`src/lcs_defines.vh`:
```
// lcs_defines.vh: offsets, field positions, reset values for the link
// control and status register block.
// assumes inclusion by bare name from the design files.
`ifndef LCS_DEFINES_VH
`define LCS_DEFINES_VH

// ---------------------------------------------------------------------
// register map
// ---------------------------------------------------------------------
`define LCS_ADDR_W 12
`define LCS_OFF_LINK_CTL_STAT 12'h0D0
`define LCS_OFF_LINK_AUX 12'h0D4
`define LCS_RESET_VALUE 32'h0011_0000

// ---------------------------------------------------------------------
// field positions inside link_control_status
// ---------------------------------------------------------------------
`define LCS_BIT_DATA_ACTIVE 29
`define LCS_BIT_SLOT_CLOCK 28
`define LCS_WIDTH_HI 25
`define LCS_WIDTH_LO 20
`define LCS_SPEED_HI 19
`define LCS_SPEED_LO 16
`define LCS_BIT_EXT_SYNC 7
`define LCS_BIT_COMMON_CLK 6
`define LCS_BIT_RETRAIN 5
`define LCS_BIT_LINK_OFF 4
`define LCS_BIT_COMPL_BOUND 3
`define LCS_BIT_RSVD2 2
`define LCS_PSC_HI 1
`define LCS_PSC_LO 0

// ---------------------------------------------------------------------
// fixed codes
// ---------------------------------------------------------------------
`define LCS_WIDTH_X1 6'h01
`define LCS_SPEED_2G5 4'h1
`define LCS_PSC_DISABLED 2'h0
`define LCS_PSC_L0S 2'h1

// ---------------------------------------------------------------------
// exit latency codes, asynchronous and common reference clock
// ---------------------------------------------------------------------
`define LCS_L0S_EXIT_ASYNC 3'h3
`define LCS_L0S_EXIT_COMMON 3'h3
`define LCS_L1_EXIT_ASYNC 3'h0
`define LCS_L1_EXIT_COMMON 3'h0

// ---------------------------------------------------------------------
// synchronization lengths in ordered sets
// ---------------------------------------------------------------------
`define LCS_SYNC_NORMAL 8'h01
`define LCS_SYNC_EXTENDED 8'h10

// ---------------------------------------------------------------------
// axi response codes
// ---------------------------------------------------------------------
`define LCS_RESP_OKAY 2'h0
`define LCS_RESP_SLVERR 2'h2

`endif

```
`src/lcs_link_ctl_stat.v`:
```
// lcs_link_ctl_stat.v: link control and status register of the express
// capability, reached over an axi4-lite slave port.
// assumes clk and arst_n from the bridge core; the loader strobe and the
// slot clock value come from the eeprom loader on the same clock.
//
// Register access over AXI4-Lite was left to the implementer.
`include "lcs_defines.vh"
`default_nettype none

// Notes on behaviour
// - data link active bit always reads zero
// - slot clock flag read-only, eeprom loadable
// - width field reads single-lane code 000001
// - speed field reads 2.5 Gbps code
// - extended sync bit lengthens synchronization
// - writable common clock bit, resets zero
// - exit latency same for either common clock bit
// - retrain bit reads zero, not writable
// - link off bit reads zero, not writable
// - completion boundary bit: 0=64B, 1=128B
// - power state control: 00 off, 01 L0s
// - reserved bit 2 reads zero
module lcs_link_ctl_stat #(
  parameter ADDR_W = `LCS_ADDR_W,
  parameter [5:0] WIDTH_CODE = `LCS_WIDTH_X1,
  parameter [3:0] SPEED_CODE = `LCS_SPEED_2G5
) (
  input wire clk,
  input wire arst_n,
  // axi4-lite slave
  input wire [ADDR_W-1:0] s_axi_awaddr,
  input wire [2:0] s_axi_awprot,
  input wire s_axi_awvalid,
  output wire s_axi_awready,
  input wire [31:0] s_axi_wdata,
  input wire [3:0] s_axi_wstrb,
  input wire s_axi_wvalid,
  output wire s_axi_wready,
  output wire [1:0] s_axi_bresp,
  output wire s_axi_bvalid,
  input wire s_axi_bready,
  input wire [ADDR_W-1:0] s_axi_araddr,
  input wire [2:0] s_axi_arprot,
  input wire s_axi_arvalid,
  output wire s_axi_arready,
  output wire [31:0] s_axi_rdata,
  output wire [1:0] s_axi_rresp,
  output wire s_axi_rvalid,
  input wire s_axi_rready,
  // eeprom loader
  input wire slot_clock_load,
  input wire slot_clock_value,
  // controls towards the link logic
  output wire ext_sync_en,
  output wire [7:0] sync_length,
  output wire common_clock_select,
  output wire completion_boundary_bit,
  output wire [1:0] power_state_control_field,
  output wire l0s_entry_en,
  output wire [2:0] l0s_exit_latency,
  output wire [2:0] l1_exit_latency
);

  // ---------------------------------------------------------------------
  // control bits
  // ---------------------------------------------------------------------
  reg ext_sync_ff;
  reg common_clk_ff;
  reg compl_bound_ff;
  reg [1:0] psc_ff;
  reg slot_clock_ff;
  reg slot_loaded_ff;
  reg [7:0] sync_len_ff;
  reg nxt_ext_sync;
  reg nxt_common_clk;
  reg nxt_compl_bound;
  reg [1:0] nxt_psc;
  reg nxt_slot_clock;
  reg nxt_slot_loaded;

  // ---------------------------------------------------------------------
  // bus handshake state
  // ---------------------------------------------------------------------
  reg aw_held_ff;
  reg [ADDR_W-1:0] aw_addr_ff;
  reg w_held_ff;
  reg [31:0] w_data_ff;
  reg [3:0] w_strb_ff;
  reg bvalid_ff;
  reg [1:0] bresp_ff;
  reg rvalid_ff;
  reg [31:0] rdata_ff;
  reg [1:0] rresp_ff;

  wire aw_take;
  wire w_take;
  wire wr_fire;
  wire ar_take;
  wire [ADDR_W-1:0] wr_addr;
  wire [31:0] wr_data;
  wire [3:0] wr_strb;
  wire wr_hit_lcs;
  wire wr_hit_aux;
  wire [31:0] lcs_word;
  wire [31:0] aux_word;
  wire [2:0] l0s_exit_w;
  wire [2:0] l1_exit_w;
  wire lcs_wr_low;
  wire rd_hit_lcs;
  wire rd_hit_aux;
  reg [31:0] nxt_rdata;
  reg [1:0] nxt_rresp;

  // ---------------------------------------------------------------------
  // write channels
  // ---------------------------------------------------------------------
  // each channel is held once taken; a new one waits until the response
  // has gone, which keeps a single write in flight
  assign s_axi_awready = !aw_held_ff && !bvalid_ff;
  assign s_axi_wready = !w_held_ff && !bvalid_ff;
  assign aw_take = s_axi_awvalid && s_axi_awready;
  assign w_take = s_axi_wvalid && s_axi_wready;

  assign wr_addr = aw_held_ff ? aw_addr_ff : s_axi_awaddr;
  assign wr_data = w_held_ff ? w_data_ff : s_axi_wdata;
  assign wr_strb = w_held_ff ? w_strb_ff : s_axi_wstrb;
  assign wr_fire = (aw_held_ff || aw_take) && (w_held_ff || w_take);

  // byte lanes are dropped from the decode; each register is one word
  assign wr_hit_lcs = {wr_addr[ADDR_W-1:2], 2'b00} ==
                      `LCS_OFF_LINK_CTL_STAT;
  assign wr_hit_aux = {wr_addr[ADDR_W-1:2], 2'b00} ==
                      `LCS_OFF_LINK_AUX;

  // hold address and data until both halves have arrived
  always @(posedge clk or negedge arst_n) begin
    if (!arst_n) begin
      aw_held_ff <= 1'b0;
      aw_addr_ff <= {ADDR_W{1'b0}};
      w_held_ff <= 1'b0;
      w_data_ff <= 32'h0000_0000;
      w_strb_ff <= 4'h0;
    end else begin
      if (wr_fire) begin
        aw_held_ff <= 1'b0;
      end else if (aw_take) begin
        aw_held_ff <= 1'b1;
        aw_addr_ff <= s_axi_awaddr;
      end
      if (wr_fire) begin
        w_held_ff <= 1'b0;
      end else if (w_take) begin
        w_held_ff <= 1'b1;
        w_data_ff <= s_axi_wdata;
        w_strb_ff <= s_axi_wstrb;
      end
    end
  end

  // write response one cycle after both halves are in
  always @(posedge clk or negedge arst_n) begin
    if (!arst_n) begin
      bvalid_ff <= 1'b0;
      bresp_ff <= `LCS_RESP_OKAY;
    end else if (wr_fire) begin
      bvalid_ff <= 1'b1;
      bresp_ff <= (wr_hit_lcs || wr_hit_aux) ? `LCS_RESP_OKAY :
                  `LCS_RESP_SLVERR;
    end else if (s_axi_bready) begin
      bvalid_ff <= 1'b0;
    end
  end

  assign s_axi_bvalid = bvalid_ff;
  assign s_axi_bresp = bresp_ff;

  // ---------------------------------------------------------------------
  // writable fields
  // ---------------------------------------------------------------------
  // only byte lane 0 carries writable bits; the other lanes hold fixed or
  // loaded values, so their strobes are ignored
  assign lcs_wr_low = wr_fire && wr_hit_lcs && wr_strb[0];

  // next values of the writable fields; they hold unless lane 0 is written
  always @* begin
    nxt_ext_sync = ext_sync_ff;
    nxt_common_clk = common_clk_ff;
    nxt_compl_bound = compl_bound_ff;
    nxt_psc = psc_ff;
    if (lcs_wr_low) begin
      nxt_ext_sync = wr_data[`LCS_BIT_EXT_SYNC];
      nxt_common_clk = wr_data[`LCS_BIT_COMMON_CLK];
      nxt_compl_bound = wr_data[`LCS_BIT_COMPL_BOUND];
      // unsupported codes fall back to disabled so no l1 entry is armed
      if (wr_data[`LCS_PSC_HI:`LCS_PSC_LO] == `LCS_PSC_L0S) begin
        nxt_psc = `LCS_PSC_L0S;
      end else begin
        nxt_psc = `LCS_PSC_DISABLED;
      end
    end
  end

  // writable fields reset to async clock, normal sync, no power entry
  always @(posedge clk or negedge arst_n) begin
    if (!arst_n) begin
      ext_sync_ff <= 1'b0;
      common_clk_ff <= 1'b0;
      compl_bound_ff <= 1'b0;
      psc_ff <= `LCS_PSC_DISABLED;
    end else begin
      ext_sync_ff <= nxt_ext_sync;
      common_clk_ff <= nxt_common_clk;
      compl_bound_ff <= nxt_compl_bound;
      psc_ff <= nxt_psc;
    end
  end

  // ---------------------------------------------------------------------
  // slot clock flag
  // ---------------------------------------------------------------------
  // the loader is the only writer; software writes never touch it.
  // a second load is refused so late loader noise cannot flip it
  always @* begin
    nxt_slot_clock = slot_clock_ff;
    nxt_slot_loaded = slot_loaded_ff;
    if (slot_clock_load && !slot_loaded_ff) begin
      nxt_slot_clock = slot_clock_value;
      nxt_slot_loaded = 1'b1;
    end
  end

  // cleared only by reset, which is what lets a fresh load happen
  always @(posedge clk or negedge arst_n) begin
    if (!arst_n) begin
      slot_clock_ff <= 1'b0;
      slot_loaded_ff <= 1'b0;
    end else begin
      slot_clock_ff <= nxt_slot_clock;
      slot_loaded_ff <= nxt_slot_loaded;
    end
  end

  // ---------------------------------------------------------------------
  // synchronization length
  // ---------------------------------------------------------------------
  // registered so the link logic sees a clean level
  always @(posedge clk or negedge arst_n) begin
    if (!arst_n) begin
      sync_len_ff <= `LCS_SYNC_NORMAL;
    end else begin
      sync_len_ff <= ext_sync_ff ? `LCS_SYNC_EXTENDED :
                     `LCS_SYNC_NORMAL;
    end
  end

  // ---------------------------------------------------------------------
  // exit latency selection
  // ---------------------------------------------------------------------
  // software sets both ends alike and retrains; this block only reports
  lcs_latency_sel i_lcs_latency_sel (
    .clk(clk),
    .arst_n(arst_n),
    .common_clock_select(common_clk_ff),
    .l0s_exit_ff(l0s_exit_w),
    .l1_exit_ff(l1_exit_w)
  );

  // ---------------------------------------------------------------------
  // read image
  // ---------------------------------------------------------------------
  // fixed and reserved positions are built from constants here, which is
  // why no write path can reach them
  assign lcs_word = {
    2'b00,
    1'b0,
    slot_clock_ff,
    2'b00,
    WIDTH_CODE,
    SPEED_CODE,
    8'h00,
    ext_sync_ff,
    common_clk_ff,
    1'b0,
    1'b0,
    compl_bound_ff,
    1'b0,
    psc_ff
  };

  // auxiliary status: exit latencies and loader state
  assign aux_word = {24'h00_0000, slot_loaded_ff, 1'b0, l1_exit_w,
                     l0s_exit_w};

  // ---------------------------------------------------------------------
  // read channel
  // ---------------------------------------------------------------------
  assign s_axi_arready = !rvalid_ff;
  assign ar_take = s_axi_arvalid && s_axi_arready;
  assign rd_hit_lcs = {s_axi_araddr[ADDR_W-1:2], 2'b00} ==
                      `LCS_OFF_LINK_CTL_STAT;
  assign rd_hit_aux = {s_axi_araddr[ADDR_W-1:2], 2'b00} ==
                      `LCS_OFF_LINK_AUX;

  // an unmapped read answers zero with an error, so a wrong offset never
  // returns stale data that looks valid
  always @* begin
    nxt_rdata = 32'h0000_0000;
    nxt_rresp = `LCS_RESP_SLVERR;
    if (rd_hit_lcs) begin
      nxt_rdata = lcs_word;
      nxt_rresp = `LCS_RESP_OKAY;
    end else if (rd_hit_aux) begin
      nxt_rdata = aux_word;
      nxt_rresp = `LCS_RESP_OKAY;
    end
  end

  // read data registered one cycle after the address is taken
  always @(posedge clk or negedge arst_n) begin
    if (!arst_n) begin
      rvalid_ff <= 1'b0;
      rdata_ff <= 32'h0000_0000;
      rresp_ff <= `LCS_RESP_OKAY;
    end else if (ar_take) begin
      rvalid_ff <= 1'b1;
      rdata_ff <= nxt_rdata;
      rresp_ff <= nxt_rresp;
    end else if (s_axi_rready) begin
      rvalid_ff <= 1'b0;
    end
  end

  assign s_axi_rvalid = rvalid_ff;
  assign s_axi_rdata = rdata_ff;
  assign s_axi_rresp = rresp_ff;

  // ---------------------------------------------------------------------
  // outputs to the link logic
  // ---------------------------------------------------------------------
  assign ext_sync_en = ext_sync_ff;
  assign sync_length = sync_len_ff;
  assign common_clock_select = common_clk_ff;
  assign completion_boundary_bit = compl_bound_ff;
  assign power_state_control_field = psc_ff;
  assign l0s_entry_en = psc_ff == `LCS_PSC_L0S;
  assign l0s_exit_latency = l0s_exit_w;
  assign l1_exit_latency = l1_exit_w;

endmodule
`default_nettype wire

```
`src/lcs_latency_sel.v`:
```
// lcs_latency_sel.v: picks the exit latency codes that are reported,
// according to the current common clock selection.
// assumes the selection bit comes from a register on the same clock.
`include "lcs_defines.vh"
`default_nettype none

module lcs_latency_sel #(
  parameter [2:0] L0S_ASYNC = `LCS_L0S_EXIT_ASYNC,
  parameter [2:0] L0S_COMMON = `LCS_L0S_EXIT_COMMON,
  parameter [2:0] L1_ASYNC = `LCS_L1_EXIT_ASYNC,
  parameter [2:0] L1_COMMON = `LCS_L1_EXIT_COMMON
) (
  input wire clk,
  input wire arst_n,
  input wire common_clock_select,
  output reg [2:0] l0s_exit_ff,
  output reg [2:0] l1_exit_ff
);

  // ---------------------------------------------------------------------
  // latency registers
  // ---------------------------------------------------------------------
  wire [2:0] nxt_l0s_exit;
  wire [2:0] nxt_l1_exit;

  // the default codes are equal, so a shared reference clock leaves the exit time unchanged
  assign nxt_l0s_exit = common_clock_select ? L0S_COMMON : L0S_ASYNC;
  assign nxt_l1_exit = common_clock_select ? L1_COMMON : L1_ASYNC;

  // registered so the reported values change one cycle after the write
  always @(posedge clk or negedge arst_n) begin
    if (!arst_n) begin
      l0s_exit_ff <= `LCS_L0S_EXIT_ASYNC;
      l1_exit_ff <= `LCS_L1_EXIT_ASYNC;
    end else begin
      l0s_exit_ff <= nxt_l0s_exit;
      l1_exit_ff <= nxt_l1_exit;
    end
  end

endmodule
`default_nettype wire

```
`config.mk`:
```
export PLATFORM = sky130hd
export DESIGN_NAME = lcs_link_ctl_stat
export DESIGN_NICKNAME = d
export VERILOG_FILES = /design/src/lcs_link_ctl_stat.v /design/src/lcs_latency_sel.v
export VERILOG_INCLUDE_DIRS = /design/src
export SDC_FILE = /design/constraint.sdc
export NUM_CORES = 1
export LEC_CHECK = 0
export BUFFER_PORTS_ARGS = -buffer_cell sky130_fd_sc_hd__buf_2
export CORE_ASPECT_RATIO = 0.75
export CORE_MARGIN = 4
export CORE_UTILIZATION = 43
export CTS_BUF_LIST = sky130_fd_sc_hd__clkbuf_2 sky130_fd_sc_hd__clkbuf_4 sky130_fd_sc_hd__clkbuf_8
export DETAILED_ROUTE_END_ITERATION = 6
export PLACE_DENSITY = 0.91
export SYNTH_ARGS = -nofsm -noshare
export SYNTH_HDL_FRONTEND = slang
export SYNTH_HIERARCHICAL = 1
export SYNTH_SLANG_ARGS = --single-unit
```
`constraint.sdc`:
```
create_clock -name clk -period 2.8 [get_ports clk]
set_clock_uncertainty 0.2 [all_clocks]
set_input_delay 0.7 -clock clk [delete_from_list [all_inputs] [get_ports clk]]
set_output_delay 0.7 -clock clk [all_outputs]
set_load 0.05 [all_outputs]
```
==> impl_metrics.env <==
export IMPL_first_pass_iters=4
export IMPL_cts_buffers=5
export IMPL_port_buffers=59
export IMPL_worst_slew_pin_slew_ps=851.0
export IMPL_place_congestion=0.7343
export IMPL_grtUsageTotal=0.1383
export IMPL_pwr_share_comb=0.347
export IMPL_hold_viol_final=0
export IMPL_synth_top_area_frac=0.4800
export IMPL_syn_area_mm2=0.002033
export IMPL_routed_via_density=4.678
export IMPL_cts_resized=0
export IMPL_synth_distinct_cells=36
export IMPL_clkPwrFrac=0.215
export IMPL_synth_top_family_by_area="buffers and inverters"
export IMPL_ys_top_cells_by_count="39 x buf_4, 39 x dfrtp_1, 21 x mux2_2, 5 x a22o_1, 5 x inv_1"
export IMPL_insertedDiodeCount=0
export IMPL_synth_flop_cell="dfrtp_1"
export IMPL_worstPathMaxFanout=4
export IMPL_synthTopCellsByArea="dfrtp_1 48%, buf_4 14%, mux2_2 12%"
export IMPL_post_drt_wl_per_cell_um=13.99
export IMPL_vias=1324
export IMPL_worstSkewPairLatency_ps=290
export IMPL_die_h_um=67.55
export IMPL_synth_simple_gate_area_frac=0.09600
export IMPL_setup_ws_ps=597.6
export IMPL_critPathKind="input pin to flip-flop"
export IMPL_antenna_left=0
export IMPL_cts_tree="done"
export IMPL_start_util=0.4499
export IMPL_relSlewSlack=0.4327
export IMPL_htreeDepth=2
export IMPL_num_io_pins=136
export IMPL_rsz0062_at_grt="false"
export IMPL_cts_sinks=40
export IMPL_dieArea_mm2=0.005904
export IMPL_status="complete, no violations"
export IMPL_fmax_mhz=454.0
export IMPL_drc_errors=0
export IMPL_clk_pin_slew_ps=80
export IMPL_cp_required_ps=2780
export IMPL_grt_max_degree=41
export IMPL_sw_frac_of_total=0.3724
export IMPL_finalWorstPathRequiredPeriod_ps=2202
export IMPL_grt_pass1_wl_um=6127
export IMPL_hpwl_um=3159
export IMPL_synth_seq_cells=40
export IMPL_drv_cap=0
export IMPL_synth_edf_count=0
export IMPL_antenna_found_initial=0
export IMPL_met1_usage=0.1784
export IMPL_cts_buffer_depth=2
export IMPL_p_int_mw=1.189
export IMPL_placed_cell_area_mm2=0.002237
export IMPL_die_w_um=87.40
export IMPL_grt_overflow=0
export IMPL_post_cts_buffers=0
export IMPL_synth_seq_area_share=0.4929
export IMPL_synth_compound_area_share=0.08615
export IMPL_hold_path_cell_count=0
export IMPL_place_ws_ps=294.5
export IMPL_syn_to_final_growth_pct=14.83
export IMPL_max_vdd_ir_drop_uv=504.6
export IMPL_use_met3=0.04268
export IMPL_synth_largest_area_cell="dfrtp_1"
export IMPL_worstRegToRegCells=5
export IMPL_setup_tns_ps=0
export IMPL_critPathLaunchType="input pin"
export IMPL_drtIter0Drc=64
export IMPL_final_cell_area_mm2=0.002335
export IMPL_num_rows=21
export IMPL_syn_inst=166
export IMPL_core_area_mm2=0.004519
export IMPL_drv_slew=0
export IMPL_power_density_mw_per_mm2=811.2
export IMPL_synth_xor_area_share=0
export IMPL_grt_pass1_vias=1281
export IMPL_synthAdderAreaFrac=0
export IMPL_nets=300
export IMPL_endpoint_kind="flip-flop"
export IMPL_holdBufCountCts=0
export IMPL_drive_gt1_frac=0.4513
export IMPL_post_route_period_util=0.7866
export IMPL_yosys_warnings=6
export IMPL_cts_root_buf="clkbuf_8"
export IMPL_use_met2=0.2115
export IMPL_wirelength_um=3958
export IMPL_avgSynthCellArea_um2=12.25
export IMPL_hold_path_class="flip-flop to flip-flop"
export IMPL_setup_viol=0
export IMPL_top_usage_layer="met2"
export IMPL_seq_power_share=0.438
export IMPL_arrival_ps=2180
export IMPL_synthMuxAreaShare=0.1582
export IMPL_power_leakage_nw=1.187
export IMPL_async_reset_ff_frac=1.000
export IMPL_switching_power_mw=0.7054
per-stage QoR:
step                instances  utilization  hold slack, ps  total power, mW
finish                    283       0.5166           206.6            1.894
global route              283       0.5166           257.8            2.009
CTS                       283       0.5166           213.9            1.907
detailed placement        275       0.4950           196.4            1.506
global placement          275       0.4950           176.6            1.479
floorplan                 199            -           204.4            1.395
cell families (layout without fill, tap and decap cells):
group           after synthesis  in the layout
buf+inv                      48             75
flops                        40             40
mux                          28             28
simple gates                 27             27
compound gates               20             20
other cells                   3             36
sequential cells by signal, summed over array words and instances (netlist names):
signal	flops
aw_addr_ff	10
aw_held_ff	1
common_clock_select	1
completion_boundary_bit	1
ext_sync_en	1
power_state_control_field	1
s_axi_bresp	1
s_axi_bvalid	1
s_axi_rdata	10
s_axi_rresp	1
s_axi_rvalid	1
slot_clock_ff	1
slot_loaded_ff	1
sync_length	2
w_data_ff	5
w_held_ff	1
w_strb_ff	1
final timing paths:
path	slack (ps)	end	from
hold / removal	210	sync_length[4]$_DFF_PN0_	ext_sync_en$_DFFE_PN0P_
min in group asynchronous	310	s_axi_rvalid$_DFFE_PN0P_	arst_n
setup reg to reg	720	power_state_control_field[0]$_DFFE_PN0P_	aw_held_ff$_DFFE_PN0P_
max in group asynchronous	1550	w_data_ff[3]$_DFFE_PN0P_	arst_n
setup / recovery	600	power_state_control_field[0]$_DFFE_PN0P_	s_axi_awaddr[5]
hold reg to reg	210	sync_length[4]$_DFF_PN0_	ext_sync_en$_DFFE_PN0P_
layout make-up:
| class | instances | area [um2] |
|---|---|---|
| clock inverters | 1 | 7.507 |
| flip-flops and latches | 40 | 1002 |
| inverters | 5 | 18.77 |
| multi-input cells | 111 | 827.0 |
| well taps | 57 | 71.32 |
| fillers | 407 | 2185 |
| clock buffers | 7 | 90.09 |
| repair buffers | 62 | 317.8 |
power by group through the flow:
stage | clock [mW] | combinational (mW) | sequential (mW)
after floorplan | 0 | 0.556 | 0.838
after global placement | 0 | 0.645 | 0.834
after detailed placement | 0 | 0.664 | 0.842
after CTS | 0.412 | 0.664 | 0.832
after global routing | 0.440 | 0.715 | 0.854
final | 0.407 | 0.658 | 0.829
critical path, stage by stage:
cell and delay (ps):
buf_2 110, nor4b_2 250, nand4b_1 210, a2111oi_4 390
buf_4 210, mux2_4 300
cells in the final DEF (no fill, tap or decap), types with 2 or more instances in the layout:
cell / synthesis / final
nor2b_1: 3 / 3
mux2i_1: 4 / 4
clkbuf_8: 0 / 6
mux2_2: 21 / 21
o21ai_0: 2 / 2
and3_1: 2 / 2
nand3b_1: 2 / 2
buf_2: 1 / 59
inv_1: 5 / 5
conb_1: 3 / 36
a22o_1: 5 / 5
nor2_1: 4 / 4
nand2_1: 3 / 3
mux2_4: 3 / 3
nor4bb_1: 2 / 2
a21oi_1: 3 / 3
buf_4: 39 / 3
nand2b_1: 2 / 2
dfrtp_1: 39 / 39
a32o_1: 4 / 4
metal layers:
| metal | wire length [um] | vias up |
|---|---|---|
| met5 | 0 | - |
| met1 | 1617 | 649 |
| met4 | 76 | 0 |
| met3 | 255 | 9 |
| li1 | - | 626 |
| met2 | 2009 | 40 |
Power figures use the tool's default switching activity.
